**config.mk**
```make
export PLATFORM = sky130hd
export DESIGN_NAME = serial_two_wire_master
export DESIGN_NICKNAME = d
export VERILOG_FILES = /design/src/pkg/i2c_master_pkg.sv /design/src/rtl/serial_two_wire_master.sv /design/src/rtl/two_entry_buffer.sv
export VERILOG_INCLUDE_DIRS = /design/src /design/src/pkg
export SDC_FILE = /design/constraint.sdc
export NUM_CORES = 1
export LEC_CHECK = 0
export BUFFER_PORTS_ARGS = -buffer_cell sky130_fd_sc_hd__buf_4
export CAP_MARGIN = 20
export CORE_MARGIN = 2
export CORE_UTILIZATION = 40
export CTS_BUF_LIST = sky130_fd_sc_hd__clkbuf_16
export CTS_CLUSTER_DIAMETER = 60
export DETAILED_ROUTE_END_ITERATION = 8
export GPL_TIMING_DRIVEN = 0
export SLEW_MARGIN = 10
export SYNTH_ARGS = -nofsm -noshare
export SYNTH_HDL_FRONTEND = slang
export SYNTH_HIERARCHICAL = 1
export SYNTH_SLANG_ARGS = --single-unit
export TNS_END_PERCENT = 100
```
**constraint.sdc**
```tcl
create_clock -name i_core_clk -period 3.06 [get_ports i_core_clk]
set_input_delay 0.153 -clock i_core_clk [delete_from_list [all_inputs] [get_ports i_core_clk]]
set_output_delay 0.153 -clock i_core_clk [all_outputs]
set_load 0.005 [all_outputs]
```
**src/pkg/i2c_master_defs.svh**
```systemverilog
// offsets, field positions, reset values and timing for the two-wire master
`ifndef I2C_MASTER_DEFS_SVH
`define I2C_MASTER_DEFS_SVH
// register offsets in the special-function space
`define ADDR_SLAVE_ADDRESS_DIRECTION 16'hff80
`define ADDR_PRIMARY_WRITE_BYTE      16'hff81
`define ADDR_SECONDARY_WRITE_BYTE    16'hff82
`define ADDR_PRIMARY_READ_BYTE       16'hff83
`define ADDR_SECONDARY_READ_BYTE     16'hff84
`define ADDR_TRANSFER_CONTROL_STATUS 16'hff85
`define ADDR_INT_GROUP_SIX_CONTROL   16'hff95
// field positions
`define DIRECTION_BIT_POS            0
`define TWO_BYTE_SELECT_POS          0
`define TRANSFER_START_BUSY_POS      1
`define ACK_ERROR_FLAG_POS           2
`define TRANSFER_DONE_FLAG_POS       2
`define TRANSFER_DONE_ENABLE_POS     3
// reset values
`define RESET_BYTE                   8'h00
// timing: core rate, bit rate, quarter-bit count
`define CORE_CLK_HZ                  200000000
`define BUS_BIT_HZ                   400000
`define QUARTER_CYCLES               (`CORE_CLK_HZ / (`BUS_BIT_HZ * 4))
`define QUARTER_CNT_W                7
`endif

```
**src/pkg/i2c_master_pkg.sv**
```systemverilog
// types shared by the two-wire master design
package i2c_master_pkg;
  // gray-coded transaction states along the usual path
  typedef enum logic [2:0] {
    ST_IDLE  = 3'b000,
    ST_START = 3'b001,
    ST_ADDR  = 3'b011,
    ST_AACK  = 3'b010,
    ST_DATA  = 3'b110,
    ST_DACK  = 3'b111,
    ST_STOP  = 3'b101,
    ST_DONE  = 3'b100
  } xfer_state_t;
  typedef logic [7:0]  byte_t;
  typedef logic [15:0] sfr_addr_t;
endpackage : i2c_master_pkg

```
**src/rtl/serial_two_wire_master.sv**
```systemverilog
// two-wire bus master with special-function register port
`include "i2c_master_defs.svh"
`timescale 1ns/1ps
module serial_two_wire_master (
  input  wire logic                       i_core_clk,
  input  wire logic                       i_rst_n,
  input  wire i2c_master_pkg::sfr_addr_t  i_sfr_addr,
  input  wire logic                       i_sfr_wr,
  input  wire logic                       i_sfr_rd,
  input  wire i2c_master_pkg::byte_t      i_sfr_wdata,
  output i2c_master_pkg::byte_t           o_sfr_rdata,
  output logic                            o_ext_int6,
  input  wire logic                       i_scl,
  output logic                            o_scl,
  output logic                            o_scl_oe_n,
  input  wire logic                       i_sda,
  output logic                            o_sda,
  output logic                            o_sda_oe_n
);
  import i2c_master_pkg::*;

  byte_t       addr_dir_q;
  byte_t       wr_pri_q;
  byte_t       wr_sec_q;
  byte_t       rd_pri_q;
  byte_t       rd_sec_q;
  logic        two_byte_q;
  logic        busy_q;
  logic        ack_err_q;
  logic        done_flag_q;
  logic        done_en_q;
  byte_t       rdata_q;
  logic        int_q;
  xfer_state_t state_q, state_d;
  logic [1:0]  phase_q, phase_d;
  logic [`QUARTER_CNT_W-1:0] qcnt_q;
  byte_t       shift_q, shift_d;
  logic [2:0]  bitcnt_q, bitcnt_d;
  logic        byte_idx_q, byte_idx_d;
  logic        ack_q, ack_d;
  logic        scl_rel_q, scl_rel_d;
  logic        sda_rel_q, sda_rel_d;
  logic        set_err;
  logic        cap_pri;
  logic        cap_sec;
  logic        pop;
  logic [1:0]  push_cnt_q;
  logic        buf_in_ready;
  logic        buf_out_valid;
  byte_t       buf_out_data;

  // register decode
  wire sel_dar  = (i_sfr_addr == `ADDR_SLAVE_ADDRESS_DIRECTION);
  wire sel_wdr  = (i_sfr_addr == `ADDR_PRIMARY_WRITE_BYTE);
  wire sel_secondary_write_byte = (i_sfr_addr == `ADDR_SECONDARY_WRITE_BYTE);
  wire sel_rdr  = (i_sfr_addr == `ADDR_PRIMARY_READ_BYTE);
  wire sel_secondary_read_byte = (i_sfr_addr == `ADDR_SECONDARY_READ_BYTE);
  wire sel_csr  = (i_sfr_addr == `ADDR_TRANSFER_CONTROL_STATUS);
  wire sel_int6 = (i_sfr_addr == `ADDR_INT_GROUP_SIX_CONTROL);
  // setup writes other than the interrupt enable are ignored while a transaction runs
  wire wr_ok    = i_sfr_wr & ~busy_q;
  wire start_go = wr_ok & sel_csr
                & i_sfr_wdata[`TRANSFER_START_BUSY_POS];
  wire is_read  = addr_dir_q[`DIRECTION_BIT_POS];
  wire last_byte = (byte_idx_q == two_byte_q);

  // status and control read-back
  wire byte_t csr_view = {5'h00, ack_err_q, busy_q, two_byte_q};
  wire byte_t int6_view = {4'h0, done_en_q, done_flag_q, 2'h0};
  wire byte_t rd_mux =
      sel_dar  ? addr_dir_q :
      sel_wdr  ? wr_pri_q   :
      sel_secondary_write_byte ? wr_sec_q   :
      sel_rdr  ? rd_pri_q   :
      sel_secondary_read_byte ? rd_sec_q   :
      sel_csr  ? csr_view   :
      sel_int6 ? int6_view  : 8'h00;

  // quarter-bit enable from the core clock divider
  wire tick = (qcnt_q == `QUARTER_CNT_W'(`QUARTER_CYCLES - 1));

  // wait while the slave holds the clock low, or for a write byte
  wire next_data = (state_q == ST_AACK) ? ~ack_q : ~last_byte;
  wire need_byte = ((state_q == ST_AACK) || (state_q == ST_DACK))
                 & (phase_q == 2'd3) & ~is_read & next_data
                 & ~((state_q == ST_DACK) & ack_q);
  wire stretch = (phase_q == 2'd2) & scl_rel_q & ~i_scl
               & (state_q != ST_START) & (state_q != ST_IDLE);
  wire step = tick & ~stretch & ~(need_byte & ~buf_out_valid);

  // outgoing bytes queued at start, primary first
  wire   buf_in_valid = (push_cnt_q != 2'd0);
  wire byte_t buf_in_data = (push_cnt_q == 2'd2 || !two_byte_q)
                          ? wr_pri_q : wr_sec_q;
  wire   buf_flush = (state_q == ST_DONE);

  two_entry_buffer #(
    .WIDTH (8),
    .DEPTH (2)
  ) u_tx_buffer (
    .i_core_clk  (i_core_clk),
    .i_rst_n     (i_rst_n),
    .i_flush     (buf_flush),
    .i_in_valid  (buf_in_valid),
    .o_in_ready  (buf_in_ready),
    .i_in_data   (buf_in_data),
    .o_out_valid (buf_out_valid),
    .i_out_ready (pop),
    .o_out_data  (buf_out_data)
  );

  // bus sequencer, advanced one quarter bit per step
  always_comb begin
    state_d    = state_q;
    phase_d    = phase_q;
    shift_d    = shift_q;
    bitcnt_d   = bitcnt_q;
    byte_idx_d = byte_idx_q;
    ack_d      = ack_q;
    scl_rel_d  = scl_rel_q;
    sda_rel_d  = sda_rel_q;
    set_err    = 1'b0;
    cap_pri    = 1'b0;
    cap_sec    = 1'b0;
    pop        = 1'b0;
    if (state_q == ST_DONE) begin
      state_d = ST_IDLE;
    end else if (start_go) begin
      state_d    = ST_START;
      phase_d    = 2'd0;
      byte_idx_d = 1'b0;
    end else if (step) begin
      phase_d = phase_q + 2'd1;
      case (state_q)
        ST_START: begin
          case (phase_q)
            2'd0: begin
              scl_rel_d = 1'b1;
              sda_rel_d = 1'b1;
            end
            2'd2: sda_rel_d = 1'b0;
            2'd3: begin
              scl_rel_d = 1'b0;
              shift_d   = addr_dir_q;
              bitcnt_d  = 3'd7;
              state_d   = ST_ADDR;
            end
            default: ;
          endcase
        end
        ST_ADDR, ST_DATA: begin
          case (phase_q)
            2'd0: sda_rel_d = (state_q == ST_DATA && is_read)
                            ? 1'b1 : shift_q[7];
            2'd1: scl_rel_d = 1'b1;
            2'd2: shift_d = {shift_q[6:0], i_sda};
            default: begin
              scl_rel_d = 1'b0;
              bitcnt_d  = bitcnt_q - 3'd1;
              if (bitcnt_q == 3'd0) begin
                state_d = (state_q == ST_ADDR) ? ST_AACK : ST_DACK;
              end
            end
          endcase
        end
        ST_AACK, ST_DACK: begin
          case (phase_q)
            2'd0: begin
              sda_rel_d = 1'b1;
              if (state_q == ST_DACK && is_read) begin
                sda_rel_d = last_byte; // nack ends the read
                cap_pri   = ~byte_idx_q;
                cap_sec   = byte_idx_q;
              end
            end
            2'd1: scl_rel_d = 1'b1;
            2'd2: ack_d = i_sda & ~(state_q == ST_DACK && is_read);
            default: begin
              scl_rel_d = 1'b0;
              bitcnt_d  = 3'd7;
              if (ack_q) begin
                set_err = 1'b1;
                state_d = ST_STOP;
              end else if (state_q == ST_DACK && last_byte) begin
                state_d = ST_STOP;
              end else begin
                state_d = ST_DATA;
                if (state_q == ST_DACK) begin
                  byte_idx_d = 1'b1;
                end
                if (!is_read) begin
                  pop     = 1'b1;
                  shift_d = buf_out_data;
                end
              end
            end
          endcase
        end
        ST_STOP: begin
          case (phase_q)
            2'd0: sda_rel_d = 1'b0;
            2'd1: scl_rel_d = 1'b1;
            2'd2: sda_rel_d = 1'b1;
            default: state_d = ST_DONE;
          endcase
        end
        default: phase_d = 2'd0;
      endcase
    end
  end

  // sequencer state
  always_ff @(posedge i_core_clk) begin
    if (!i_rst_n) begin
      state_q    <= ST_IDLE;
      phase_q    <= 2'd0;
      shift_q    <= `RESET_BYTE;
      bitcnt_q   <= 3'd0;
      byte_idx_q <= 1'b0;
      ack_q      <= 1'b0;
      scl_rel_q  <= 1'b1;
      sda_rel_q  <= 1'b1;
    end else begin
      state_q    <= state_d;
      phase_q    <= phase_d;
      shift_q    <= shift_d;
      bitcnt_q   <= bitcnt_d;
      byte_idx_q <= byte_idx_d;
      ack_q      <= ack_d;
      scl_rel_q  <= scl_rel_d;
      sda_rel_q  <= sda_rel_d;
    end
  end

  // quarter-bit divider, restarted with each transaction
  always_ff @(posedge i_core_clk) begin
    if (!i_rst_n || start_go || state_q == ST_IDLE || tick) begin
      qcnt_q <= '0;
    end else begin
      qcnt_q <= qcnt_q + `QUARTER_CNT_W'(1);
    end
  end

  // setup registers written by software
  always_ff @(posedge i_core_clk) begin
    if (!i_rst_n) begin
      addr_dir_q <= `RESET_BYTE;
      wr_pri_q   <= `RESET_BYTE;
      wr_sec_q   <= `RESET_BYTE;
      two_byte_q <= 1'b0;
      done_en_q  <= 1'b0;
    end else begin
      if (wr_ok && sel_dar)  addr_dir_q <= i_sfr_wdata;
      if (wr_ok && sel_wdr)  wr_pri_q   <= i_sfr_wdata;
      if (wr_ok && sel_secondary_write_byte) wr_sec_q   <= i_sfr_wdata;
      if (wr_ok && sel_csr) begin
        two_byte_q <= i_sfr_wdata[`TWO_BYTE_SELECT_POS];
      end
      if (i_sfr_wr && sel_int6) begin
        done_en_q <= i_sfr_wdata[`TRANSFER_DONE_ENABLE_POS];
      end
    end
  end

  // busy, ack error and done flag
  always_ff @(posedge i_core_clk) begin
    if (!i_rst_n) begin
      busy_q      <= 1'b0;
      ack_err_q   <= 1'b0;
      done_flag_q <= 1'b0;
    end else if (start_go) begin
      busy_q      <= 1'b1;
      ack_err_q   <= 1'b0;
      done_flag_q <= 1'b0;
    end else begin
      if (state_q == ST_DONE) begin
        busy_q      <= 1'b0;
        done_flag_q <= 1'b1;
      end
      if (set_err) begin
        ack_err_q <= 1'b1;
      end
    end
  end

  // queue write bytes into the buffer after start
  always_ff @(posedge i_core_clk) begin
    if (!i_rst_n || buf_flush) begin
      push_cnt_q <= 2'd0;
    end else if (start_go) begin
      push_cnt_q <= is_read ? 2'd0
                  : (i_sfr_wdata[`TWO_BYTE_SELECT_POS] ? 2'd2 : 2'd1);
    end else if (buf_in_valid && buf_in_ready) begin
      push_cnt_q <= push_cnt_q - 2'd1;
    end
  end

  // received bytes
  always_ff @(posedge i_core_clk) begin
    if (!i_rst_n) begin
      rd_pri_q <= `RESET_BYTE;
      rd_sec_q <= `RESET_BYTE;
    end else begin
      if (cap_pri) rd_pri_q <= shift_q;
      if (cap_sec) rd_sec_q <= shift_q;
    end
  end

  // registered read data and interrupt
  always_ff @(posedge i_core_clk) begin
    if (!i_rst_n) begin
      rdata_q <= `RESET_BYTE;
      int_q   <= 1'b0;
    end else begin
      if (i_sfr_rd) rdata_q <= rd_mux;
      int_q <= done_flag_q & done_en_q;
    end
  end

  // open-drain pins: value low, enable low pulls the wire
  assign o_sfr_rdata = rdata_q;
  assign o_ext_int6  = int_q;
  assign o_scl       = 1'b0;
  assign o_sda       = 1'b0;
  assign o_scl_oe_n  = scl_rel_q;
  assign o_sda_oe_n  = sda_rel_q;
endmodule : serial_two_wire_master

```
**src/rtl/two_entry_buffer.sv**
```systemverilog
// two-entry valid/ready buffer for outgoing data bytes
`timescale 1ns/1ps
module two_entry_buffer #(
  parameter int WIDTH = 8,
  parameter int DEPTH = 2
) (
  input  wire logic             i_core_clk,
  input  wire logic             i_rst_n,
  input  wire logic             i_flush,
  input  wire logic             i_in_valid,
  output logic                  o_in_ready,
  input  wire logic [WIDTH-1:0] i_in_data,
  output logic                  o_out_valid,
  input  wire logic             i_out_ready,
  output logic      [WIDTH-1:0] o_out_data
);
  localparam int PW = (DEPTH > 1) ? $clog2(DEPTH) : 1;
  logic [WIDTH-1:0] mem_q [DEPTH];
  logic [PW-1:0]    wr_ptr_q;
  logic [PW-1:0]    rd_ptr_q;
  logic [PW:0]      count_q;
  wire              push = i_in_valid & o_in_ready;
  wire              pop  = o_out_valid & i_out_ready;

  // honest full and empty from the occupancy count
  assign o_in_ready  = (count_q != (PW+1)'(DEPTH));
  assign o_out_valid = (count_q != '0);
  assign o_out_data  = mem_q[rd_ptr_q];

  // storage
  always_ff @(posedge i_core_clk) begin
    if (push) begin
      mem_q[wr_ptr_q] <= i_in_data;
    end
  end

  // pointers wrap at the depth
  always_ff @(posedge i_core_clk) begin
    if (!i_rst_n || i_flush) begin
      wr_ptr_q <= '0;
      rd_ptr_q <= '0;
      count_q  <= '0;
    end else begin
      if (push) begin
        wr_ptr_q <= (wr_ptr_q == PW'(DEPTH-1)) ? '0 : wr_ptr_q + 1'b1;
      end
      if (pop) begin
        rd_ptr_q <= (rd_ptr_q == PW'(DEPTH-1)) ? '0 : rd_ptr_q + 1'b1;
      end
      count_q <= count_q + (PW+1)'(push) - (PW+1)'(pop);
    end
  end
endmodule : two_entry_buffer

```
==> metrics.md <==
| Metric | Value |
|---|---|
| Outcome | finished clean |
| Placer congestion estimate | between 0.8 and 0.9 |
| Mux share of post-synthesis cell area | roughly 15% |
| Synth Area in Compound Gates | 12.3% |
| Post-synth EDFFs | 16 |
| Final global-route overflow total | 0 |
| Adder-Cell Fraction of Synth Area | 2.82% |
| Worst hold endpoint | wr_pri_q[7] |
| Largest family of logic cells by synthesized area | simple AND/OR/NAND/NOR gates |
| Hold WC Path Type | input pin to flip-flop |
| Top Ports | 43 |
| Final Max Slew Viols | 0 |
| Root Buffer | clkbuf_16 |
| Initial antenna violation count | 0 |
| Share of layout cells above drive strength 1 | 16.0% |
| Post-Syn Instances | 579 |
| Worst Setup Start Kind | flip-flop |
| WL/cell | 17.7 um |
| Max_cap viols | 0 |
| Clock Path Buffers | 2 |
| Drt pass-1 iters | 6 |
| Hold depth | 3 |
| Max frequency | 0.381 GHz |
| Routed Antenna Nets | 0 |
| Gr usage total | 20.5% |
| Setup CP Type | flip-flop to flip-flop |
| IO buf count | 39 |
| Worst Max-Slew Pin Slew | roughly 860 ps |
| Die Y | 119 um |
| Synth Register Bits | approximately 100 |
| Die area | around 14,000 sq um |
| R2R depth | 10 |
| R2R setup slack | 430 ps |
| Min Hold Slack | 51.7 ps |
| RSZ-0062 raised after global routing | no |
| Final Hold Vio Count | 0 |
| Slew Limit Headroom | 42.3% |
| Async SR Flop Fraction | 0% |
| Primary FF master, synth | dfxtp_1 |
| Clk pin slew, worst setup/hold paths | 70 ps |
| Data arrival time of the worst path | 2910 ps |
| Netlist Area Pre-Place | 5320 sq um |
| Seq/Total Area, Yosys | a little over two fifths |
| # setup viols final | 0 |
| Routed WL | 14.3 mm |
| Synth Area in XOR/XNOR | under 10% |
| Avg Synthesized Cell Area | 9.18 sq um |
| Crit path max fanout | 14 |
| CTS tree | built |
| Maximum vdd drop | 262 uV |
| Clock sinks | about 100 |
| RR Startpoint | phase_q[0] |
| Vias in the first global route | 4,268 |
| Reg-to-Reg End | u_tx_buffer/count_q[1] |
| CORE AREA | around 13,000 sq um |
| Clock latency on the worst-skew pair | 360 ps |
| ANT cells | 0 |
| Top cells by area, synth | dfxtp_1, mux2i_1, edfxtp_1 |
| Vias per Instance | 5.57 |
| Clk_skew | 6.90 ps |
| Yosys top cell by area | dfxtp_1 |
| Tcrit/Tclk final | between 80 and 90% |
| Fin nets | 671 |
| H-tree Lvls | 3 |
| DR DRC count | 0 |
| Synth Area in Simple Gates | about a fifth |
| Endpoint type of the worst setup path | flip-flop |
| Vias | 4,510 |
| P per Cell Area | 487 nW/um^2 |
| Layout area overhead | 15.1% |
| Count of cell types in the netlist | 63 |
| Total power | 2.98 mW |
| Worst EP required | around 3400 ps |
| Setup TNS Final | 0 ps |
| Pleak | 2.57 nW |
| Ys Warns | 6 |
| Inserted Clock Buffers | 9 |
| Detailed router's first-iteration violation count | roughly 470 |
| Starting Density | 40.5% |
| Global-route wire length before repair | 22.6 mm |
| Yosys top cell area share | between 30% and 40% |
| Die width | 119 um |
| Period minus WS final | ~2600 ps |
| Detail Placement HPWL | 11.0 mm |
| Largest net degree at the start of global routing | 19 |
| FP Rows | 42 |
| Min-delay src | i_sfr_wdata[7] |
## per-layer routing
| metal | part of all wire [%] | global-route usage [%] | vias up |
|---|---|---|---|
| met5 | 0 | 0 | - |
| met4 | 2.5 | 7.72 | 0 |
| met3 | 5.4 | 2.87 | 29 |
| met2 | 45 | 32.5 | 162 |
| met1 | 47 | 28.3 | 2162 |
| li1 | - | - | 2157 |
## per-stage QoR
step / instance area, sq um / utilization (%) / setup slack, ps / std cells
floorplan: 5320 / - / 611 / 580
global placement: 5830 / 44.4 / 170 / 795
detailed placement: 5830 / 44.4 / 71.3 / 795
CTS: 6110 / 46.5 / 45.6 / 810
global route: 6120 / 46.6 / 187 / 809
finish: 6120 / 46.6 / 434 / 809
## synthesized netlist by cell type (6+ instances only)
cell / count
nand2_1: 74
nor4_1: 6
inv_1: 21
mux2i_1: 56
and3_1: 7
nor2b_1: 8
clkbuf_1: 24
a311o_1: 8
a21oi_1: 20
nand3_1: 15
edfxtp_1: 16
dfxtp_1: 88
nor2_1: 64
nand2b_1: 8
mux2_2: 18
ha_1: 12
o21ai_0: 18
nand4_1: 7
nand3b_1: 6
## critical path, cell delays in order (launching register included)
cell	delay, ps
dfxtp_1	430
ha_1	290
nand2_1	80
nor4_1	280
a211o_1	520
nor3_4	130
a211oi_1	290
nor2_1	90
ha_1	190
nand2b_1	140
mux2i_1	110
## sequential cells by signal (all words and copies together), names as in the netlist, 3 cells and up, named ones only
register           flops
u_tx_buffer/mem_q     16
addr_dir_q             8
o_sfr_rdata            8
rd_pri_q               8
rd_sec_q               8
shift_q                8
wr_pri_q               8
wr_sec_q               8
qcnt_q                 7
bitcnt_q               3
## how the worst max path moves through the flow
stage,from,endpoint,slack [ps],cells after the start
2_1_floorplan,phase_q[0],u_tx_buffer/count_q[0],610,12
3_3_place_gp,phase_q[0],u_tx_buffer/count_q[0],170,12
3_5_place_dp,phase_q[0],u_tx_buffer/count_q[1],70,13
4_1_cts,phase_q[0],u_tx_buffer/count_q[1],50,13
5_1_grt,phase_q[0],u_tx_buffer/count_q[1],190,12
6_report,phase_q[0],u_tx_buffer/count_q[1],430,10
## where the power goes
part | switching (mW) | leakage (nW) | internal [mW]
Clock | 0.542 | 0.136 | 0.562
Sequential | 0.0306 | 0.856 | 1.49
Combinational | 0.219 | 1.58 | 0.141
Total | 0.791 | 2.57 | 2.19
## layout by cell type, fill, tap and decap left out, types with 4 or more instances in the layout
cell type / count
mux2i_1: 56
nand2b_1: 8
a211oi_1: 4
and3_1: 7
a22oi_1: 4
nand2_1: 74
a31oi_1: 4
inv_1: 21
o31ai_1: 5
dfxtp_1: 88
mux2_2: 18
clkbuf_1: 23
nand3_1: 15
nand3b_1: 6
clkbuf_16: 9
nor2_1: 64
nor4_1: 6
ha_1: 12
edfxtp_1: 16
nor2b_1: 8
a21oi_1: 20
buf_4: 43
or3_1: 4
xor2_1: 5
xnor2_1: 5
buf_2: 4
o21ai_0: 18
a311o_1: 8
nand4_1: 7
## cells by family (layout without fill, tap and decap cells)
logic type      count (synthesis)  in the layout
other cells                     1              2
mux                            76             76
fa+ha+maj                      12             12
xor+xnor                       10             10
buf+inv                        57            110
simple gates                  226            226
flops                         104            104
compound gates                 93             93
## final cells by class
type / count / area, sq um
clock buffer: 9 / 225
clock inverter: 6 / 52.6
timing repair buffer: 39 / 293
multi-input combinational: 419 / 2840
buffer: 35 / 166
sequential: 104 / 2240
inverter: 21 / 78.8
tap: 176 / 220
fill: 1299 / 7020
## repair_timing
item / CTS / global route
setup buffers: 0 / 0
hold endpoints to repair: 0 / 0
hold buffers: 0 / 0
setup endpoints to repair: 0 / 4
gates resized for setup: 0 / 2
(Power assumes the default switching activity.)
